## config.mk

```make
export PLATFORM = sky130hd
export DESIGN_NAME = aild_top
export DESIGN_NICKNAME = d
export VERILOG_FILES = /design/src/rtl/aild_pkg.sv /design/src/rtl/aild_top.sv /design/src/rtl/aild_sync2.sv /design/src/rtl/aild_limit_chk.sv
export SDC_FILE = /design/constraint.sdc
export NUM_CORES = 1
export LEC_CHECK = 0
export ABC_AREA = 1
export BUFFER_PORTS_ARGS = -buffer_cell sky130_fd_sc_hd__clkbuf_2
export CORE_ASPECT_RATIO = 2
export CORE_MARGIN = 2
export CORE_UTILIZATION = 44
export CTS_CLUSTER_SIZE = 14
export DETAILED_ROUTE_END_ITERATION = 7
export GPL_ROUTABILITY_DRIVEN = 0
export HOLD_SLACK_MARGIN = 0.02
export PLACE_DENSITY = 0.7
export SLEW_MARGIN = 30
export SYNTH_ARGS = -nofsm -noshare
export SYNTH_HDL_FRONTEND = slang
export SYNTH_SLANG_ARGS = --single-unit
```

## constraint.sdc

```tcl
create_clock -name sys_clk -period 4.62 [get_ports sys_clk]
set_clock_uncertainty 0.2 [all_clocks]
set_input_delay 0.693 -clock sys_clk [delete_from_list [all_inputs] [get_ports sys_clk]]
set_output_delay 0.693 -clock sys_clk [all_outputs]
set_load 0.01 [all_outputs]
```

## src/rtl/aild_pkg.sv

```systemverilog
// Shared constants and carrier types for the analog input limit diagnostics block
package aild_pkg;

	// Channel count: only the two limit-capable inputs exist
	localparam int unsigned NUM_CH = 2;

	// Register word indices; byte address is four times the index
	localparam logic [3:0] IDX_CTRL   = 4'h0;
	localparam logic [3:0] IDX_HI0    = 4'h1;
	localparam logic [3:0] IDX_LO0    = 4'h2;
	localparam logic [3:0] IDX_HI2    = 4'h3;
	localparam logic [3:0] IDX_LO2    = 4'h4;
	localparam logic [3:0] IDX_DETAIL = 4'h5;
	localparam logic [3:0] IDX_DIAG   = 4'h6;
	localparam logic [3:0] IDX_RES0   = 4'h7;
	localparam logic [3:0] IDX_RES2   = 4'h8;
	localparam logic [3:0] IDX_ACK    = 4'h9;

	// Control register bit positions
	localparam int unsigned CTRL_DIAG_IRQ_EN   = 0;
	localparam int unsigned CTRL_LIMIT_IRQ_EN  = 1;
	localparam int unsigned CTRL_GROUP_DIAG_EN = 2;

	// Acknowledge register bit positions (write one to clear)
	localparam int unsigned ACK_LIMIT = 0;
	localparam int unsigned ACK_DIAG  = 1;

	// Field positions in the event detail word and diagnostic word
	localparam int unsigned DET_HI_LSB    = 0;
	localparam int unsigned DET_LO_LSB    = 8;
	localparam int unsigned DIAG_OVF_LSB  = 0;
	localparam int unsigned DIAG_UNF_LSB  = 2;
	localparam int unsigned DIAG_SUPPLY   = 4;
	localparam int unsigned DIAG_LOST_BIT = 30;

	// Substitute codes and reset values
	localparam logic [15:0] CODE_OVF = 16'h7FFF;
	localparam logic [15:0] CODE_UNF = 16'h8000;
	localparam logic [15:0] HI_RST   = 16'h7FFF;
	localparam logic [15:0] LO_RST   = 16'h8000;
	localparam logic [2:0]  CTRL_RST = 3'h0;

	typedef struct packed {
		logic        read;
		logic        write;
		logic [5:0]  address;
		logic [31:0] writedata;
	} aild_avs_req_t;

	typedef struct packed {
		logic [31:0] readdata;
		logic        waitrequest;
	} aild_avs_rsp_t;

	typedef struct packed {
		logic        valid;
		logic [15:0] value;
		logic        ovf;
		logic        unf;
	} aild_conv_t;

	typedef struct packed {
		logic [15:0] hi;
		logic [15:0] lo;
	} aild_limits_t;

	typedef struct packed {
		logic [15:0] value;
		logic        above;
		logic        below;
		logic        ovf;
		logic        unf;
		logic        done;
	} aild_chk_t;

	typedef struct packed {
		logic s1;
		logic s2;
	} aild_sync_t;

endpackage

```

## src/rtl/aild_top.sv

```systemverilog
// Limit event, diagnostic and fault lamp logic with an Avalon-MM register slave
//
// Operation
// - A channel 0 result above its high limit sets bit 0 of detail byte 0.
// - A channel 2 result above its high limit sets bit 1 of detail byte 0.
// - A channel 0 result below its low limit sets bit 0 of detail byte 1.
// - A channel 2 result below its low limit sets bit 1 of detail byte 1.
// - A repeat of a still-pending limit cause sets the lost bit and a diagnostic event.
// - Overflow reports 7FFFh, underflow 8000h, with diagnostic entry, lamp and interrupt.
// - Nominal, overdrive and underdrive results pass unchanged with no side effect.
// - Overflow or underflow raises the diagnostic interrupt only when it is enabled.
// - Results outside the limits set their detail bits and raise the limit interrupt only when it is enabled.
// - Overflow or underflow lights the lamp and records an entry only with group diagnostics.
// - A missing external supply always lights the group fault lamp.
// - Only channels 0 and 2 can produce limit events.
// - Limit interrupts are disabled after reset.
//
// The Avalon-MM interface to the registers and the placing of the registers were decided locally.
module aild_top (
	input  wire logic                          sys_clk,
	input  wire logic                          rst_n,
	input  wire logic                          avs_read,
	input  wire logic                          avs_write,
	input  wire logic [5:0]                    avs_address,
	input  wire logic [31:0]                   avs_writedata,
	output logic [31:0]                        avs_readdata,
	output logic                               avs_waitrequest,
	input  wire aild_pkg::aild_conv_t [1:0]    conv_in,
	input  wire logic                          supply_missing,
	output logic                               limit_irq,
	output logic                               diag_irq,
	output logic                               group_fault_lamp
);

	// Whole register state of the top level
	typedef struct packed {
		logic [2:0]                  ctrl;
		aild_pkg::aild_limits_t [1:0] lim;
		logic [1:0]                  det_hi;
		logic [1:0]                  det_lo;
		logic                        lost;
		logic [1:0]                  ovf_ent;
		logic [1:0]                  unf_ent;
		logic                        diag_pend;
		logic                        lamp;
		logic                        ack;
		logic [31:0]                 rdata;
	} aild_top_state_t;

	aild_top_state_t             q;
	aild_top_state_t             d;
	aild_pkg::aild_avs_req_t     req;
	aild_pkg::aild_chk_t [1:0]   chk;
	logic                        supply_sync;
	logic [3:0]                  idx;
	logic                        take_wr;
	logic [1:0]                  clr;
	logic [1:0]                  hi_evt;
	logic [1:0]                  lo_evt;
	logic                        lost_evt;
	logic                        diag_evt;
	logic [31:0]                 rmux;

	assign req.read      = avs_read;
	assign req.write     = avs_write;
	assign req.address   = avs_address;
	assign req.writedata = avs_writedata;
	assign idx           = req.address[5:2];

	// Supply status is a pin, so it is synchronised before use
	aild_sync2 u_supply_sync (
		.sys_clk  (sys_clk),
		.rst_n    (rst_n),
		.async_in (supply_missing),
		.sync_out (supply_sync)
	);

	// One checker per limit-capable input; no other channel exists
	for (genvar i = 0; i < aild_pkg::NUM_CH; i++) begin : g_ch
		aild_limit_chk u_chk (
			.sys_clk (sys_clk),
			.rst_n   (rst_n),
			.conv_i  (conv_in[i]),
			.lim_i   (q.lim[i]),
			.chk_o   (chk[i])
		);
	end

	// Read multiplexer; unmapped words read as zero
	always_comb begin
		rmux = 32'h0000_0000;
		case (idx)
			aild_pkg::IDX_CTRL: begin
				rmux[2:0] = q.ctrl;
			end
			aild_pkg::IDX_HI0: begin
				rmux[15:0] = q.lim[0].hi;
			end
			aild_pkg::IDX_LO0: begin
				rmux[15:0] = q.lim[0].lo;
			end
			aild_pkg::IDX_HI2: begin
				rmux[15:0] = q.lim[1].hi;
			end
			aild_pkg::IDX_LO2: begin
				rmux[15:0] = q.lim[1].lo;
			end
			aild_pkg::IDX_DETAIL: begin
				// Upper two bytes are reserved and stay zero
				rmux[aild_pkg::DET_HI_LSB +: 2] = q.det_hi;
				rmux[aild_pkg::DET_LO_LSB +: 2] = q.det_lo;
			end
			aild_pkg::IDX_DIAG: begin
				rmux[aild_pkg::DIAG_OVF_LSB +: 2] = q.ovf_ent;
				rmux[aild_pkg::DIAG_UNF_LSB +: 2] = q.unf_ent;
				rmux[aild_pkg::DIAG_SUPPLY]       = supply_sync;
				rmux[aild_pkg::DIAG_LOST_BIT]     = q.lost;
			end
			aild_pkg::IDX_RES0: begin
				rmux[15:0] = chk[0].value;
			end
			aild_pkg::IDX_RES2: begin
				rmux[15:0] = chk[1].value;
			end
			default: begin
				rmux = 32'h0000_0000;
			end
		endcase
	end

	// Event decode from the checkers; limit events gated by the limit enable, range faults ungated here
	always_comb begin
		take_wr = req.write & q.ack;
		clr     = 2'b00;
		if (take_wr && idx == aild_pkg::IDX_ACK) begin
			clr[0] = req.writedata[aild_pkg::ACK_LIMIT];
			clr[1] = req.writedata[aild_pkg::ACK_DIAG];
		end
		lost_evt = 1'b0;
		diag_evt = 1'b0;
		for (int i = 0; i < 2; i++) begin
			hi_evt[i] = chk[i].done & chk[i].above & q.ctrl[aild_pkg::CTRL_LIMIT_IRQ_EN];
			lo_evt[i] = chk[i].done & chk[i].below & q.ctrl[aild_pkg::CTRL_LIMIT_IRQ_EN];
			// Same cause still pending and not being acknowledged now
			if ((hi_evt[i] && q.det_hi[i] && !clr[0]) || (lo_evt[i] && q.det_lo[i] && !clr[0])) begin
				lost_evt = 1'b1;
			end
			if (chk[i].done && (chk[i].ovf || chk[i].unf)) begin
				diag_evt = 1'b1;
			end
		end
	end

	// Next-state logic: bus slave, event flags and lamp
	always_comb begin
		d     = q;
		// One wait cycle, then the request is taken with waitrequest low
		d.ack = (req.read | req.write) & ~q.ack;
		if (req.read && !q.ack) begin
			d.rdata = rmux;
		end
		if (take_wr) begin
			case (idx)
				aild_pkg::IDX_CTRL: begin
					d.ctrl = req.writedata[2:0];
				end
				aild_pkg::IDX_HI0: begin
					d.lim[0].hi = req.writedata[15:0];
				end
				aild_pkg::IDX_LO0: begin
					d.lim[0].lo = req.writedata[15:0];
				end
				aild_pkg::IDX_HI2: begin
					d.lim[1].hi = req.writedata[15:0];
				end
				aild_pkg::IDX_LO2: begin
					d.lim[1].lo = req.writedata[15:0];
				end
				default: begin
					d.ctrl = q.ctrl;
				end
			endcase
		end
		// Clears first, then sets, so a same-cycle event is never lost
		if (clr[0]) begin
			d.det_hi = 2'b00;
			d.det_lo = 2'b00;
		end
		if (clr[1]) begin
			d.lost      = 1'b0;
			d.diag_pend = 1'b0;
			d.ovf_ent   = 2'b00;
			d.unf_ent   = 2'b00;
		end
		d.det_hi[0] = d.det_hi[0] | hi_evt[0];
		d.det_hi[1] = d.det_hi[1] | hi_evt[1];
		d.det_lo[0] = d.det_lo[0] | lo_evt[0];
		d.det_lo[1] = d.det_lo[1] | lo_evt[1];
		if (lost_evt) begin
			d.lost      = 1'b1;
			d.diag_pend = 1'b1;
		end
		for (int i = 0; i < 2; i++) begin
			if (chk[i].done && q.ctrl[aild_pkg::CTRL_GROUP_DIAG_EN]) begin
				d.ovf_ent[i] = d.ovf_ent[i] | chk[i].ovf;
				d.unf_ent[i] = d.unf_ent[i] | chk[i].unf;
			end
		end
		if (diag_evt && q.ctrl[aild_pkg::CTRL_DIAG_IRQ_EN]) begin
			d.diag_pend = 1'b1;
		end
		// Supply loss overrides every enable
		d.lamp = supply_sync | (|(d.ovf_ent | d.unf_ent));
	end

	always_ff @(posedge sys_clk or negedge rst_n) begin
		if (!rst_n) begin
			q          <= '0;
			q.ctrl     <= aild_pkg::CTRL_RST;
			q.lim[0].hi <= aild_pkg::HI_RST;
			q.lim[0].lo <= aild_pkg::LO_RST;
			q.lim[1].hi <= aild_pkg::HI_RST;
			q.lim[1].lo <= aild_pkg::LO_RST;
		end else begin
			q <= d;
		end
	end

	// Outputs; waitrequest is combinational as the bus allows
	assign avs_waitrequest  = (req.read | req.write) & ~q.ack;
	assign avs_readdata     = q.rdata;
	assign limit_irq        = |{q.det_hi, q.det_lo};
	assign diag_irq         = q.diag_pend;
	assign group_fault_lamp = q.lamp;
endmodule

```

## src/rtl/aild_sync2.sv

```systemverilog
// Two-flop synchroniser for one asynchronous level
module aild_sync2 (
	input  wire logic sys_clk,
	input  wire logic rst_n,
	input  wire logic async_in,
	output logic      sync_out
);

	aild_pkg::aild_sync_t q;
	aild_pkg::aild_sync_t d;

	// First stage feeds only the second stage
	always_comb begin
		d.s1 = async_in;
		d.s2 = q.s1;
	end

	always_ff @(posedge sys_clk or negedge rst_n) begin
		if (!rst_n) begin
			q <= '0;
		end else begin
			q <= d;
		end
	end

	assign sync_out = q.s2;

endmodule

```

## src/rtl/aild_limit_chk.sv

```systemverilog
// Per-channel result substitution and limit comparison
module aild_limit_chk (
	input  wire logic                 sys_clk,
	input  wire logic                 rst_n,
	input  wire aild_pkg::aild_conv_t conv_i,
	input  wire aild_pkg::aild_limits_t lim_i,
	output aild_pkg::aild_chk_t       chk_o
);

	aild_pkg::aild_chk_t q;
	aild_pkg::aild_chk_t d;

	// One compare per conversion; out-of-range codes skip the limit test
	always_comb begin
		d      = q;
		d.done = conv_i.valid;
		if (conv_i.valid) begin
			d.ovf   = conv_i.ovf;
			d.unf   = conv_i.unf & ~conv_i.ovf;
			d.above = 1'b0;
			d.below = 1'b0;
			if (conv_i.ovf) begin
				d.value = aild_pkg::CODE_OVF;
			end else if (conv_i.unf) begin
				d.value = aild_pkg::CODE_UNF;
			end else begin
				d.value = conv_i.value;
				d.above = $signed(conv_i.value) > $signed(lim_i.hi);
				d.below = $signed(conv_i.value) < $signed(lim_i.lo);
			end
		end
	end

	always_ff @(posedge sys_clk or negedge rst_n) begin
		if (!rst_n) begin
			q <= '0;
		end else begin
			q <= d;
		end
	end

	assign chk_o = q;
endmodule

```

==> flow_metrics.tcl, run 1 <==
set metrics [dict create \
    status "finished clean" \
    start_util_pct 44.7 \
    clk_pin_slew_worst_paths_ns 0.06 \
    synth_cell_types 35 \
    clock-root-buffer "clkbuf_16" \
    ys_warn_count 0 \
    synth_edf_count 0 \
    n_antenna_cell 0 \
    cts_setup_buffers 0 \
    relSlewSlack_pct 49.0 \
    design_area_um2 8910 \
    grt_pass1_vias 6657 \
    cts_hold_buf 0 \
    ir_drop_v 0.000207 \
    hold_violations 0 \
    layout.nets 1191 \
    drive_above_1_share_pct 16.2 \
    synth_cells 988 \
    max_freq_ghz 0.431 \
    p_leak_nw 4.62 \
    port_buffers 83 \
    path_class "reg2reg" \
    holdWs_ns 0.0689 \
    yosysMostFrequentCell "nand2_1" \
    numClockSinks 140 \
    cts_tree "yes" \
    grt-ovfl-total 0 \
    syn_avg_cell_area_um2 8.01 \
    powerDensity_nw_per_um2 433 \
    drt_first_iter_violations 421 \
    synth_area_leader_cell "dfrtp_1" \
    firstDrtPassIters 5 \
    routed_wl_mm 24.1 \
    pwr-share-seq_pct 41.4 \
    rsz0062_at_grt "no" \
    synthesis.area_um2 7920 \
    dieArea_um2 19100 \
    synth_compound_area_share_pct 16.3 \
    synthToLayoutAreaGrowth_pct 12.5 \
    synth-simple-area-share_pct 16.4 \
    multi_input_area_um2 3430 \
    critPathMaxFanout 18 \
    antenna_found_initial 0 \
    p_comb_share_pct 21.4 \
    internal_power_mw 2.68 \
    synthTopCellsByCount "236 x nand2_1, 155 x inv_1, 108 x dfrtp_1" \
    fin_tns_setup_ns 0 \
    cp-end-kind "flop" \
    fill_cells 1712 \
    critPathLaunchType "flop" \
    cts_resized 0 \
    vias_per_cell 5.29 \
    worst_pin_slew_ns 0.764 \
    die_y_um 194 \
    row_count 69 \
    drc 0 \
    switching_share_pct 30.6 \
    seq_area_frac_synth_pct 44.8 \
    ant_nets 0 \
    synthAdderAreaFrac_pct 9.80 \
    min_path_type "in2async" \
    p_switching_mw 1.18 \
    synth_ff_type "dfrtp_1" \
    crit_arrival_ns 2.40 \
    min_period_over_period_pct 50.3 \
    fin_util_pct 50.3 \
    dp_hpwl_mm 18.4 \
    synth.area.top_cells "dfrtp_1 34%, nand2_1 11%, dfstp_2 11%" \
    grt_start_max_net_pins 72 \
    synth_top_cell_area_share_pct 34.1 \
    clk_path_buf_depth 2 \
    seqCellArea_um2 3540 \
    finalSetupViolations 0 \
    period_minus_slack_ns 2.32 \
    wl_per_cell_um 18.9 \
    place_area_um2 8310 \
    synth_mux_area_share_pct 0 \
    synth_xor_area_share_pct 0 \
    maxCapViolCount 0 \
    synth_top_family_by_area "simple AND/OR/NAND/NOR gates" \
    vias 6741 \
    fp.dieW_um 98.9 \
    coreArea_um2 17700 \
    clkPwrFrac_pct 37.2 \
    async_reset_ff_share_pct 100 \
    worstSkewPairLatency_ns 0.44 \
    cts_made_buffers 17 \
    io_pins 117 \
    cp.required_ns 4.70 \
    maxSlewViolCount 0 \
    cts-htree-levels 4 \
    track_usage_pct 25.7 \
    ys_seq_elements 140 \
    grt_pass1_wl_mm 36.6 \
]
==> power by group through the flow <==
stage	combinational, mW	sequential [mW]	clock (mW)
final	0.826	1.60	1.44
after global routing	0.950	1.62	1.49
after CTS	0.824	1.60	1.44
after detailed placement	0.814	1.61	0
after global placement	0.783	1.61	0
after floorplan	0.582	1.57	0
==> final timing paths <==
| check | start | slack (ns) | endpoint | depth (start not counted) |
|---|---|---|---|---|
| hold reg to reg | u_supply_sync.d[0] | 0.16 | u_supply_sync.sync_out | 0 |
| setup / recovery | q[32] | 2.30 | avs_readdata[12] | 4 |
| hold / removal | rst_n | 0.07 | avs_readdata[11] | 1 |
| min in group sys_clk | u_supply_sync.d[0] | 0.16 | u_supply_sync.sync_out | 0 |
| setup reg to reg | q[32] | 2.30 | avs_readdata[12] | 4 |
| max in group asynchronous | rst_n | 3.15 | q[62] | 2 |
==> flip-flops by register name (all words and copies together), names as in the netlist <==
register,count
diag_irq,1
avs_readdata,17
group_fault_lamp,1
g_ch.u_chk.chk_o,42
q,77
u_supply_sync.sync_out,1
u_supply_sync.d,1
==> kinds of logic after synthesis <==
kind of cell             count (synthesis)
other                                    1
buffers and inverters                  225
AND/OR/NAND/NOR                        320
AO/OA/AOI/OAI                          240
adder cells (fa/ha/maj)                 62
flip-flops                             140
==> routing by layer <==
metal  vias to the layer above  wire length (um)  global-route usage [%]  share of wire (%)
met5                         -                 0                       0                  0
met4                         0              2040                    20.1                8.4
met3                        75               728                    3.97                3.0
met2                       189             13400                    47.1                 55
met1                      3205              7960                    24.8                 33
li1                       3272                 -                       -                  -
==> per-stage QoR <==
step,power (mW),worst slack [ns],cells
2_1_floorplan,2.15,2.73,1002
3_3_place_gp,2.39,1.84,1242
3_5_place_dp,2.43,1.91,1242
4_1_cts,3.86,2.30,1274
5_1_grt,4.06,2.07,1274
6_report,3.86,2.30,1274
==> final cells by class <==
type / instances / area share, %
Clock buffer: 24 / 5.18
Multi-Input combinational cell: 637 / 38.5
Clock inverter: 8 / 1.60
Inverter: 167 / 7.03
Tap cell: 213 / 2.99
Sequential cell: 140 / 39.8
Timing Repair Buffer: 85 / 4.90
==> cell usage in the layout, fill, tap and decap left out, types with 3 or more instances in the layout <==
cell / Yosys / layout
inv_2: 11 / 11
ha_1: 62 / 62
dfstp_2: 32 / 32
bufinv_16: 0 / 4
inv_1: 155 / 155
clkbuf_1: 9 / 6
nand2_2: 7 / 10
o31ai_1: 9 / 9
nor2_2: 3 / 3
clkbuf_2: 0 / 82
nand3_1: 25 / 25
nor3_1: 5 / 5
clkinv_2: 0 / 3
a211oi_1: 3 / 3
clkbuf_16: 0 / 17
o21ai_1: 61 / 61
nor2_4: 3 / 3
conb_1: 1 / 15
a21oi_1: 61 / 61
dfrtp_1: 108 / 108
nand2_1: 236 / 233
o21ai_0: 66 / 66
nor2_1: 37 / 37
o22ai_1: 31 / 31
==> worst max-delay path, stage by stage, from the launching register on <==
cell	delay [ns]
dfrtp_1	0.40
nor2_2	0.61
clkinv_1	0.68
nand2_1	0.19
nand2_1	0.07
Note: power is estimated with default switching activity, not from simulation.
==> run 2: changes to the inputs <==
Settings changed: PLACE_DENSITY 0.7 to 0.73.
Clock period 4.62 ns to 2 ns, I/O delays scaled along.
==> run 2 against run 1 <==
Global-route usage increased by 0.58 points. Sequential cell count unchanged. Cell area increased by 7.2%. Critical path depth increased by 7. Fmax increased by 19%. Highest routed layer unchanged.
==> flow_metrics.tcl, run 2 (same netlist as run 1, synthesis figures left out) <==
set metrics [dict create \
    status "finished clean" \
    p_leak_nw 4.85 \
    layout.cells.non_filler 1332 \
    antenna_found_initial 0 \
    crit_arrival_ns 2.06 \
    max_freq_ghz 0.515 \
    cpMaxStageDelayCell "dfstp_2" \
    clock-root-buffer "clkbuf_16" \
    rsz0062_at_grt "yes" \
    place_area_um2 8540 \
    hp-start "conv_in[36]" \
    cts-htree-levels 4 \
    clk_path_buf_depth 2 \
    rrSetupSlack_ns 0.06 \
    worst_hold_path.num_cells 3 \
    n_antenna_cell 0 \
    critPathLaunchType "flop" \
    drt_first_iter_violations 517 \
    path_class "reg2reg" \
    maxCapViolCount 0 \
    top_register "q" \
    crit_path_frequent_cell "nand2_1" \
    wl_per_cell_um 18.7 \
    critPathTopFamily "flip-flops" \
    cpPeakStageDelay_ns 0.54 \
    io_pins 117 \
    grt_pass1_vias 7326 \
    numClockSinks 140 \
    period_minus_slack_ns 1.94 \
    firstDrtPassIters 7 \
    start_util_pct 44.7 \
    startpoint "q[91]" \
    cts_made_buffers 17 \
    drive_above_1_share_pct 19.7 \
    row_count 69 \
    dieArea_um2 19100 \
    ir_drop_v 0.000578 \
    layout.nets 1249 \
    synthToLayoutAreaGrowth_pct 20.7 \
    port_buffers 83 \
    design_area_um2 9550 \
    worst_pin_slew_ns 0.569 \
    path_depth 11 \
    r2r_cells 11 \
    cp-end-kind "flop" \
    relSlewSlack_pct 62.0 \
    dp.cells 1267 \
    drc 0 \
    die_y_um 194 \
    holdWs_ns 0.0279 \
    ant_nets 0 \
    dp_hpwl_mm 19.0 \
    min_path_type "in2reg" \
    fill_cells 1617 \
    powerDensity_nw_per_um2 922 \
    coreArea_um2 17700 \
    critPathMaxFanout 4 \
    largest_reg_flops 77 \
    vias_per_cell 5.38 \
    grt-ovfl-total 0 \
    worstSkewPairLatency_ns 0.43 \
    min_period_over_period_pct 97.2 \
    track_usage_pct 26.3 \
    grt_pass1_wl_mm 38.0 \
    hold_violations 0 \
    pwr-share-seq_pct 41.9 \
    grt_start_max_net_pins 44 \
    p_switching_mw 2.87 \
    fp.dieW_um 98.9 \
    internal_power_mw 5.93 \
    clkPwrFrac_pct 34.1 \
    critPathBufInv 2 \
    vias 7164 \
    final_cell_mix "235 x nand2_1, 153 x inv_1, 108 x dfrtp_1" \
    worstPathCellList "inv_1, ha_4, nand2_1, inv_2, nand3_4, a21oi_2, nor2_1, nand2_1, nand2_1, nand3_1, nand2_1" \
    maxSlewViolCount 0 \
    switching_share_pct 32.6 \
    finalSetupViolations 0 \
    rr_startpoint "q[91]" \
    routed_wl_mm 24.9 \
    fin_total_pwr_mw 8.80 \
    cp.required_ns 2.11 \
    clk_pin_slew_worst_paths_ns 0.06 \
    p_comb_share_pct 23.9 \
    cts_tree "yes" \
    final_common_cell "nand2_1" \
]
[run 2: cell count changes in the layout (fill, tap and decap cells not counted), sizes merged]
cell         delta
dlygate4sd3    +32
clkinvlp        +6
bufinv          -3
buf            +26
clkbuf          -5
clkinv          +1
inv             +1
[run 2: area by class of cell]
| type | instances | area [um^2] | share of cell area [%] |
|---|---|---|---|
| tap | 213 | 267 | 2.79 |
| clock inverter | 13 | 119 | 1.24 |
| clock buffer | 19 | 443 | 4.64 |
| multi-input combinational | 637 | 3550 | 37.2 |
| timing repair buffer | 143 | 1000 | 10.5 |
| inverter | 167 | 627 | 6.56 |
| sequential | 140 | 3540 | 37.1 |
[run 2: path summary, 6_finish.rpt]
kind,endpoint
worst min register to register,u_supply_sync.sync_out
max in group asynchronous,q[97]
min in group asynchronous,avs_readdata[11]
worst max-delay path,g_ch[1].u_chk.chk_o[3]
worst max register to register,g_ch[1].u_chk.chk_o[3]
worst min-delay path,g_ch[1].u_chk.chk_o[20]
[run 2: per-layer routing]
metal  track usage, %  routed length (um)  up-vias
met4             24.9                2870        0
met2             46.7               13100      311
li1                 -                   -     3391
met5                0                   0        -
met3             3.79                 998      131
met1             24.9                7930     3331
[run 2: power groups by stage]
stage                     registers [mW]  clock network [mW]  logic, mW
after global placement              3.71                   0       1.85
after global routing                3.74                3.17       2.39
after floorplan                     3.63                   0       1.35
final                               3.69                3.00       2.11
after detailed placement            3.73                   0       1.92
after CTS                           3.69                3.04       2.00
[run 2: per-stage QoR]
stage / setup slack (ns) / util (%) / setup TNS (ns)
finish: 0.0567 / 54.0 / 0
global route: -0.0289 / 54.0 / -0.0458
CTS: 0.000931 / 53.2 / 0
detailed placement: -0.0307 / 48.2 / -0.0307
global placement: -0.000283 / 48.2 / -0.000283
floorplan: 0.263 / - / 0
[run 2: repair_timing]
| item | CTS | global route |
|---|---|---|
| pin swaps | 1 | 5 |
| setup endpoints to repair | 1 | 5 |
| hold endpoints to repair | 160 | 2 |
| buffers inserted | 0 | 1 |
| hold buffers | 30 | 2 |
| gates resized for setup | 2 | 22 |
[run 2: worst register-to-register path, stage by stage (launching register included)]
cell     delay [ns]
dfstp_2        0.54
inv_1          0.08
ha_4           0.29
nand2_1        0.06
inv_2          0.07
nand3_4        0.08
a21oi_2        0.17
nor2_1         0.08
nand2_1        0.08
nand2_1        0.05
nand3_1        0.07
nand2_1        0.06
